### config.mk
export PLATFORM = sky130hd
export DESIGN_NAME = cmbc_sched_end_flat
export DESIGN_NICKNAME = d
export VERILOG_FILES = /design/src/hdl/cmbc_pkg.sv /design/src/hdl/cmbc_link_if.sv /design/src/hdl/cmbc_sched_end.sv /design/src/flat_wrapper.sv
export SDC_FILE = /design/constraint.sdc
export NUM_CORES = 2
export LEC_CHECK = 0
export BUFFER_PORTS_ARGS = -buffer_cell sky130_fd_sc_hd__buf_2
export CAP_MARGIN = 5
export CORE_ASPECT_RATIO = 1.2
export CORE_MARGIN = 2
export CORE_UTILIZATION = 35
export DETAILED_ROUTE_END_ITERATION = 12
export PLACE_DENSITY = 0.49
export SYNTH_ARGS = -nofsm -noshare
export SYNTH_HDL_FRONTEND = slang
export SYNTH_SLANG_ARGS = --single-unit
### constraint.sdc
create_clock -name mclk -period 4 [get_ports mclk]
set_input_delay 0.4 -clock mclk [delete_from_list [all_inputs] [get_ports mclk]]
set_output_delay 0.4 -clock mclk [all_outputs]
set_load 0.01 [all_outputs]
### src/hdl/cmbc_pkg.sv
package cmbc_pkg;
   // Timing figures in nanoseconds
   localparam int CLK_NS     = 50;    // Period of mclk
   localparam int MINOR_NS   = 100;   // Minor cycle
   localparam int STEP_NS    = 50;    // Chain shift interval
   localparam int STAGE_NS   = 400;   // Set time of one chain stage
   localparam int CYCLE_NS   = 1000;  // Storage cycle
   localparam int ACCEPT_NS  = 200;   // Issue to accept
   localparam int READ_ON_NS = 255;   // Read on before strobe
   localparam int WRITE_NS   = 355;   // Write drive length
   // Derived cycle counts
   localparam int MINOR_CYC  = MINOR_NS / CLK_NS;
   localparam int STAGE_CYC  = STAGE_NS / STEP_NS;
   localparam int CHAIN_LEN  = (CYCLE_NS - STAGE_NS) / STEP_NS + 1;
   localparam int ACCEPT_CYC = ACCEPT_NS / CLK_NS;
   localparam int WRITE_CYC  = WRITE_NS / CLK_NS;
   // Chain taps
   localparam int TAP_READ   = 0;
   localparam int TAP_MID    = CHAIN_LEN / 2;
   localparam int TAP_LAST   = CHAIN_LEN - 1;
   localparam int TAP_SENSE  = READ_ON_NS / STEP_NS;
   localparam int TAP_MERGE  = TAP_SENSE + 4;
   localparam int TAP_WCLR   = TAP_MERGE + 1;
   localparam int TAP_WLOAD  = TAP_WCLR + 1;
   localparam int TAP_INH    = TAP_LAST - (STAGE_CYC - WRITE_CYC);
   // Address layout
   localparam int ADDR_W      = 17;
   localparam int WADDR_W     = 12;
   localparam int WADDR_LSB   = 5;
   localparam int CHASSIS_W   = 3;
   localparam int CHASSIS_LSB = 2;
   localparam int BANKSEL_W   = 2;
   // Sizes
   localparam int DATA_W     = 60;
   localparam int N_CHASSIS  = 4;
   localparam int BANKS_PER  = 4;
   localparam int N_BANK     = 16;
   localparam int HOPPER_N   = 3;
   localparam int FIFO_DEPTH = 8;
endpackage : cmbc_pkg

### src/hdl/cmbc_link_if.sv
`timescale 1ns/10ps
interface cmbc_link_if;
   // Address path
   logic                           go;
   logic                           write;
   logic [cmbc_pkg::ADDR_W-1:0]    addr;
   logic                           accept;
   // Write word path
   logic [cmbc_pkg::DATA_W-1:0]    wdata;
   logic                           wdata_valid;
   logic                           wdata_ready;

   modport sched (output go, write, addr, wdata, wdata_valid,
                  input accept, wdata_ready);
   modport mem (input go, write, addr, wdata, wdata_valid,
                output accept, wdata_ready);
endinterface : cmbc_link_if

### src/hdl/cmbc_sched_end.sv
`timescale 1ns/10ps
module cmbc_fifo #(
   parameter int WIDTH = cmbc_pkg::DATA_W,
   parameter int DEPTH = cmbc_pkg::FIFO_DEPTH
) (
   // Clock and reset
   input  wire logic             mclk,
   input  wire logic             reset,
   // Filling side
   input  wire logic             in_valid,
   input  wire logic [WIDTH-1:0] in_data,
   output logic                  in_ready,
   output logic [$clog2(DEPTH):0] level,
   // Draining side
   output logic                  out_valid,
   output logic [WIDTH-1:0]      out_data,
   input  wire logic             out_ready
);
   localparam int AW = $clog2(DEPTH);

   // Whole state of the FIFO
   typedef struct packed {
      logic [DEPTH-1:0][WIDTH-1:0] mem;    // Storage words
      logic [AW-1:0]               wr_ptr;
      logic [AW-1:0]               rd_ptr;
      logic [AW:0]                 count;
   } cmbc_fifo_state_type;

   cmbc_fifo_state_type state;
   cmbc_fifo_state_type next_state;
   logic                push;
   logic                pop;

   // Pointer step with wrap at depth
   function automatic logic [AW-1:0] step(input logic [AW-1:0] p);
      step = (p == AW'(DEPTH - 1)) ? '0 : p + 1'b1;
   endfunction : step

   assign push = in_valid && in_ready;
   assign pop  = out_valid && out_ready;

   // Next pointers, count and storage
   always_comb begin
      next_state = state;
      if (push) begin
         next_state.mem[state.wr_ptr] = in_data;
         next_state.wr_ptr            = step(state.wr_ptr);
      end
      if (pop) begin
         next_state.rd_ptr = step(state.rd_ptr);
      end
      if (push && !pop) begin
         next_state.count = state.count + 1'b1;
      end else if (pop && !push) begin
         next_state.count = state.count - 1'b1;
      end
   end

   // State register
   always_ff @(posedge mclk) begin
      if (reset) begin
         state <= '0;
      end else begin
         state <= next_state;
      end
   end

   assign in_ready  = (state.count != (AW + 1)'(DEPTH));
   assign out_valid = (state.count != '0);
   assign out_data  = state.mem[state.rd_ptr];
   assign level     = state.count;
endmodule : cmbc_fifo

module cmbc_sched_end #(
   parameter int N_REQ = 2
) (
   // Clock and reset
   input  wire logic                        mclk,
   input  wire logic                        reset,
   // Link to memory
   cmbc_link_if.sched                       link,
   // Requesters, index 0 has highest priority
   input  wire logic [N_REQ-1:0]            req_valid,
   input  wire logic [N_REQ-1:0]            req_write,
   input  wire logic [N_REQ-1:0][cmbc_pkg::ADDR_W-1:0] req_addr,
   input  wire logic [N_REQ-1:0][cmbc_pkg::DATA_W-1:0] req_data,
   output logic [N_REQ-1:0]                 req_ready,
   // Tags on acceptance
   output logic                             done_valid,
   output logic [((N_REQ > 1) ? $clog2(N_REQ) : 1)-1:0] done_src,
   output logic                             done_write,
   output logic [cmbc_pkg::ADDR_W-1:0]      done_addr
);
   localparam int SRC_W = (N_REQ > 1) ? $clog2(N_REQ) : 1;
   localparam int HN    = cmbc_pkg::HOPPER_N;
   localparam int ACC   = cmbc_pkg::ACCEPT_CYC;
   localparam int LW    = $clog2(cmbc_pkg::FIFO_DEPTH) + 1;

   // Whole state of the scheduler
   typedef struct packed {
      logic [3:0]                            minor;     // Phase count
      logic                                  go;
      logic                                  write;
      logic [cmbc_pkg::ADDR_W-1:0]           addr;
      logic [ACC:0]                          pipe_v;    // In flight
      logic [ACC:0][1:0]                     pipe_idx;
      logic [HN-1:0]                         hop_v;     // Hopper
      logic [HN-1:0]                         hop_wait;
      logic [HN-1:0]                         hop_write;
      logic [HN-1:0][SRC_W-1:0]              hop_src;
      logic [HN-1:0][cmbc_pkg::ADDR_W-1:0]   hop_addr;
      logic [HN-1:0][cmbc_pkg::DATA_W-1:0]   hop_data;
      logic [N_REQ-1:0]                      req_ready;
      logic                                  done_valid;
      logic [SRC_W-1:0]                      done_src;
      logic                                  done_write;
      logic [cmbc_pkg::ADDR_W-1:0]           done_addr;
      logic                                  push_v;    // To FIFO
      logic [cmbc_pkg::DATA_W-1:0]           push_data;
   } cmbc_sched_state_type;

   cmbc_sched_state_type state;
   cmbc_sched_state_type next_state;
   logic                 fifo_in_ready;  // FIFO room
   logic [LW-1:0]        fifo_level;     // FIFO fill

   // Write word buffer toward memory
   cmbc_fifo #(
      .WIDTH (cmbc_pkg::DATA_W),
      .DEPTH (cmbc_pkg::FIFO_DEPTH)
   ) u_wfifo (
      .mclk      (mclk),
      .reset     (reset),
      .in_valid  (state.push_v),
      .in_data   (state.push_data),
      .in_ready  (fifo_in_ready),
      .level     (fifo_level),
      .out_valid (link.wdata_valid),
      .out_data  (link.wdata),
      .out_ready (link.wdata_ready)
   );

   // Accept check, hopper and issue choice
   always_comb begin : comb_proc
      logic space_ok;
      int   pick;
      int   slot;
      int   req;
      space_ok = fifo_in_ready && (fifo_level
                 <= LW'(cmbc_pkg::FIFO_DEPTH - HN));
      pick     = -1;
      slot     = -1;
      req      = -1;
      next_state = state;
      next_state.go         = 1'b0;
      next_state.req_ready  = '0;
      next_state.done_valid = 1'b0;
      next_state.push_v     = 1'b0;
      next_state.minor      = (state.minor == 4'(cmbc_pkg::MINOR_CYC - 1))
                              ? 4'h0 : state.minor + 4'h1;
      next_state.pipe_v     = {state.pipe_v[ACC-1:0], 1'b0};
      next_state.pipe_idx   = {state.pipe_idx[ACC-1:0], 2'h0};
      // Accept expected exactly at the 200 ns point
      if (state.pipe_v[ACC]) begin
         slot = int'(state.pipe_idx[ACC]);
         if (link.accept) begin
            next_state.hop_v[slot] = 1'b0;
            next_state.done_valid  = 1'b1;
            next_state.done_src    = state.hop_src[slot];
            next_state.done_write  = state.hop_write[slot];
            next_state.done_addr   = state.hop_addr[slot];
            next_state.push_v      = state.hop_write[slot];
            next_state.push_data   = state.hop_data[slot];
         end else begin
            next_state.hop_wait[slot] = 1'b1;
         end
      end
      // One issue per minor cycle
      if (state.minor == 4'h0) begin
         for (int i = 0; i < HN; i++) begin
            if (pick < 0 && state.hop_v[i] && state.hop_wait[i]
                && (!state.hop_write[i] || space_ok)) begin
               pick = i;
            end
         end
         if (pick < 0) begin
            for (int i = 0; i < HN; i++) begin
               if (slot < 0 && !state.hop_v[i]) begin
                  slot = i;
               end
            end
            for (int r = 0; r < N_REQ; r++) begin
               if (req < 0 && req_valid[r]
                   && (!req_write[r] || space_ok)) begin
                  req = r;
               end
            end
            if (slot >= 0 && req >= 0 && !state.pipe_v[ACC]) begin
               pick = slot;
               next_state.hop_v[slot]     = 1'b1;
               next_state.hop_write[slot] = req_write[req];
               next_state.hop_src[slot]   = SRC_W'(req);
               next_state.hop_addr[slot]  = req_addr[req];
               next_state.hop_data[slot]  = req_data[req];
               next_state.req_ready[req]  = 1'b1;
            end
         end
         if (pick >= 0) begin
            next_state.hop_wait[pick] = 1'b0;
            next_state.go             = 1'b1;
            next_state.write          = next_state.hop_write[pick];
            next_state.addr           = next_state.hop_addr[pick];
            next_state.pipe_v[0]      = 1'b1;
            next_state.pipe_idx[0]    = 2'(pick);
         end
      end
   end

   // State register
   always_ff @(posedge mclk) begin
      if (reset) begin
         state <= '0;
      end else begin
         state <= next_state;
      end
   end

   assign link.go    = state.go;
   assign link.write = state.write;
   assign link.addr  = state.addr;
   assign req_ready  = state.req_ready;
   assign done_valid = state.done_valid;
   assign done_src   = state.done_src;
   assign done_write = state.done_write;
   assign done_addr  = state.done_addr;
endmodule : cmbc_sched_end

### src/flat_wrapper.sv
// flat-port wrapper written by rule: the top's interface ports become plain ports
module cmbc_sched_end_flat 
#(
   parameter int N_REQ = 2
)
  (mclk, reset, req_valid, req_write, req_addr, req_data, req_ready, done_valid, done_src, done_write, done_addr, link_go, link_write, link_addr, link_wdata, link_wdata_valid, link_accept, link_wdata_ready);
  cmbc_link_if link_i ();
  input  wire logic mclk;
  input  wire logic reset;
  input  wire logic [N_REQ-1:0] req_valid;
  input  wire logic [N_REQ-1:0] req_write;
  input  wire logic [N_REQ-1:0][cmbc_pkg::ADDR_W-1:0] req_addr;
  input  wire logic [N_REQ-1:0][cmbc_pkg::DATA_W-1:0] req_data;
  output logic [N_REQ-1:0] req_ready;
  output logic done_valid;
  output logic [((N_REQ > 1) ? $clog2(N_REQ) : 1)-1:0] done_src;
  output logic done_write;
  output logic [cmbc_pkg::ADDR_W-1:0] done_addr;
  output wire logic [$bits(link_i.go)-1:0] link_go;
  output wire logic [$bits(link_i.write)-1:0] link_write;
  output wire logic [$bits(link_i.addr)-1:0] link_addr;
  output wire logic [$bits(link_i.wdata)-1:0] link_wdata;
  output wire logic [$bits(link_i.wdata_valid)-1:0] link_wdata_valid;
  input wire logic [$bits(link_i.accept)-1:0] link_accept;
  input wire logic [$bits(link_i.wdata_ready)-1:0] link_wdata_ready;
  assign link_go = link_i.go;
  assign link_write = link_i.write;
  assign link_addr = link_i.addr;
  assign link_wdata = link_i.wdata;
  assign link_wdata_valid = link_i.wdata_valid;
  assign link_i.accept = link_accept;
  assign link_i.wdata_ready = link_wdata_ready;
  cmbc_sched_end #(.N_REQ(N_REQ)) u_core (.mclk(mclk), .reset(reset), .link(link_i), .req_valid(req_valid), .req_write(req_write), .req_addr(req_addr), .req_data(req_data), .req_ready(req_ready), .done_valid(done_valid), .done_src(done_src), .done_write(done_write), .done_addr(done_addr));
endmodule
==> metrics.md <==
| Metric | Value |
|---|---|
| Post-route ant nets | 0 |
| Kind of critical path | flop to output pin |
| DRT Pass-1 Iters | 5 |
| Final setup fails | 0 |
| Worst-path clk slew | 0.07 ns |
| Worst clock skew | 0.0245 ns |
| CTS max path bufs | 3 |
| Final WL | 112 mm |
| Synth area leaders | dfxtp_1 48%, nand2_1 10%, mux4_2 7.6% |
| Post-synth cell types | 54 |
| Sw Share | 27.1% |
| Largest net degree at the start of global routing | 184 |
| Final setup TNS | 0 ns |
| Pleak | 13.8 nW |
| Sequential area share after synthesis | 47.9% |
| Fin nets | 4,195 |
| Synth Area in Adders | 0.407% |
| Cts repair resizes | 0 |
| Slew @ Worst Pin | 1.11 ns |
| Skew-Pair Late Insertion Delay | 0.65 ns |
| DRC | 0 |
| Area of placed instances | 37,700 um2 |
| P_int | 0.0155 W |
| Mean post-synth cell area | 8.83 um2 |
| RSZ-0062 raised after global routing | no |
| Compound-Gate Fraction of Synth Area | 17.0% |
| CP endpoint kind | output pin |
| Largest family of logic cells by synthesized area | compound AO/OA/AOI/OAI gates |
| Layout cells sized above 1 | 18.2% |
| Antenna diodes | 0 |
| Hold WC Path Type | input pin to flop |
| Comb pwr share | 14.4% |
| Row cnt | 128 |
| Drt wl/cell | 20.6 um |
| Starting DRT DRC Count | 2,229 |
| Tcrit/Tclk final | 82.2% |
| Area grow syn2layout | 14.4% |
| Fin. Hold Viols | 0 |
| Num ports | 264 |
| Crit path launch type | flop |
| Port Buffer Count | 263 |
| Final Wtd Congestion | 0.773 |
| Root Buffer | clkbuf_16 |
| DR vias/cell | 5.22 |
| CTS tree | yes |
| Fmax | 304 MHz |
| Total track usage | 21.2% |
| Core Region | 101,000 um2 |
| Post-Synth XOR/XNOR Area | 0.0982% |
| GRT Residual Overflow | 0 |
| Post-Syn Area | 35,700 um2 |
| Max-slew violations | 0 |
| Max-capacitance violation count | 0 |
| Routed vias | 28,501 |
| Syn. warnings | 0 |
| Syn Nets | 4,211 |
| Post-synthesis simple-gate area fraction | 15.9% |
| Num CTS Buffers | 89 |
| Top-area cell type share of the netlist area | 47.9% |
| Clock Sinks | 853 |
| Reg power frac | 44.6% |
| Global-route wire length before repair | 172 mm |
| Die area | 104,000 um2 |
| H-tree levels | 3 |
| Initial antenna violation count | 2 |
| Clk pwr share | 41.0% |
| Detailed Place HPWL | 64.4 mm |
| Status | completed |
| Vias in the first global route | 27,896 |
| Arr. time, crit path | 2.89 ns |
| Mux cell area share after synthesis | 13.1% |
| PwrDens | 520 nW/um2 |
| Max-slew headroom | 26.3% |
| CP Data Required Time | 3.60 ns |
| Initial Utilization | 35.2% |
| Worst vdd ir | 0.269 mV |
| Cells after synthesis | 4,038 |
| Sw power | 0.00576 W |
| Yosys reg bits | 853 |
| Min Clock Period, post-route | 3.29 ns |
| Die Wd | 295 um |
| Cell area after layout | 40,800 um2 |
| Die height | 354 um |
| Crit path max fanout | 33 |
| Synth area leader | dfxtp_1 |
==> worst max-delay path, cell delays in order (launching register included) <==
cell	delay [ns]
dfxtp_4	0.85
buf_4	0.36
mux4_2	0.52
mux2_2	0.32
buf_2	0.16
==> cell usage in the layout, fill, tap and decap left out, types with 13 or more instances in the layout <==
cell	n
nand2_1	975
dfxtp_1	849
a21oi_1	538
nor2_1	303
buf_2	262
a211oi_1	237
mux4_2	120
mux2_2	100
clkbuf_16	91
mux2i_1	85
nor3_1	71
a22oi_1	68
a221oi_1	62
buf_4	54
clkbuf_8	27
buf_12	23
nand3_1	22
a31oi_1	19
o211ai_1	18
o21bai_1	17
clkinv_2	15
clkbuf_1	14
nor2b_1	13
==> cell families (layout without fill, tap and decap cells) <==
logic type               count (synthesis)  after routing
AND/OR/NAND/NOR                       1427           1427
AO/OA/AOI/OAI                          981            981
flip-flops                             853            853
buffers and inverters                  457            510
multiplexers                           305            305
adder cells (fa/ha/maj)                 11             11
XOR/XNOR                                 4              4
==> what timing repair did <==
| action | in CTS | in global routing |
|---|---|---|
| endpoints found under the hold margin | 1 | 0 |
| setup buffers | 0 | 0 |
| hold buffers | 1 | 0 |
==> state kept, by name, summed over array words and instances (netlist names) <==
name and count:
u_core.done_write 1, u_core.done_valid 1, u_core.u_wfifo.state 486, u_core.link.write 1, u_core.done_addr 17, u_core.u_wfifo.level 4
u_core.state 311, u_core.next_state 12, u_core.req_ready 2, u_core.link.addr 17, u_core.done_src 1
==> Yosys cell counts, drive strengths merged <==
cell,n
mux4,120
nor3b,6
nand4b,2
nor4b,2
inv,8
or3,3
a211o,1
nor4,2
or4b,2
nand2,976
nor3,77
mux2i,85
a22oi,68
o21bai,17
and4,2
and2,2
and3,3
xor2,2
o21ba,1
nand2b,4
xnor2,2
a211oi,238
fa,1
o21ai,5
a21boi,3
a21o,6
mux2,100
nand4,2
ha,10
a21oi,542
o211ai,18
nand3b,1
or4,2
dfxtp,853
nor2,306
nor2b,13
a31oi,19
clkinv,1
clkbuf,331
a221oi,62
nand3,22
buf,117
o21a,1
==> layout make-up <==
| cell class | count | area (um2) |
|---|---|---|
| inverters | 9 | 33.8 |
| clock inverters | 28 | 358 |
| multi-input cells | 2728 | 16700 |
| clock buffers | 132 | 2700 |
| fillers | 10216 | 60400 |
| repair buffers | 341 | 2200 |
| flip-flops and latches | 853 | 17100 |
| well taps | 1365 | 1710 |
==> worst paths after layout <==
check,startpoint,slack [ns],depth (start not counted),to
setup / recovery,u_core.u_wfifo.state[4]$_SDFFE_PP0P_,0.71,4,link_wdata[0]
hold / removal,req_data[12],0.18,3,u_core.state[95]$_SDFFE_PP0P_
setup reg to reg,u_core.u_wfifo.level[1]$_SDFFE_PP0P_,0.83,10,u_core.u_wfifo.state[106]$_SDFFE_PP0P_
hold reg to reg,u_core.next_state[333]$_SDFF_PP0_,0.44,1,u_core.next_state[335]$_SDFF_PP0_
==> stage by stage <==
stage | hold slack [ns] | worst slack [ns] | util [%] | instances | power (W)
6_report | 0.180 | 0.714 | 40.3 | 5456 | 0.0212
5_1_grt | 0.194 | 0.553 | 40.3 | 5456 | 0.0222
4_1_cts | 0.137 | 0.606 | 40.3 | 5456 | 0.0215
3_5_place_dp | 0.427 | 0.783 | 37.3 | 5295 | 0.0127
3_3_place_gp | 0.417 | 0.873 | 37.3 | 5295 | 0.0127
2_1_floorplan | 0.414 | 1.62 | - | 4038 | 0.0118
==> metal layers <==
| layer | global-route usage (%) | vias up | share of wire, % |
|---|---|---|---|
| li1 | - | 13962 | - |
| met1 | 29.0 | 13734 | 46 |
| met2 | 35.1 | 675 | 47 |
| met3 | 2.96 | 128 | 5.0 |
| met4 | 5.08 | 2 | 1.7 |
| met5 | 0 | - | 0.0098 |
==> power by group through the flow <==
stage | Combinational, W | Clock, W | Sequential (W)
3_5_place_dp | 0.00309 | 0 | 0.00965
2_1_floorplan | 0.00241 | 0 | 0.00941
3_3_place_gp | 0.00307 | 0 | 0.00964
6_report | 0.00306 | 0.00871 | 0.00946
4_1_cts | 0.00311 | 0.00893 | 0.00946
5_1_grt | 0.00339 | 0.00925 | 0.00953
Power figures use the tool's default switching activity.
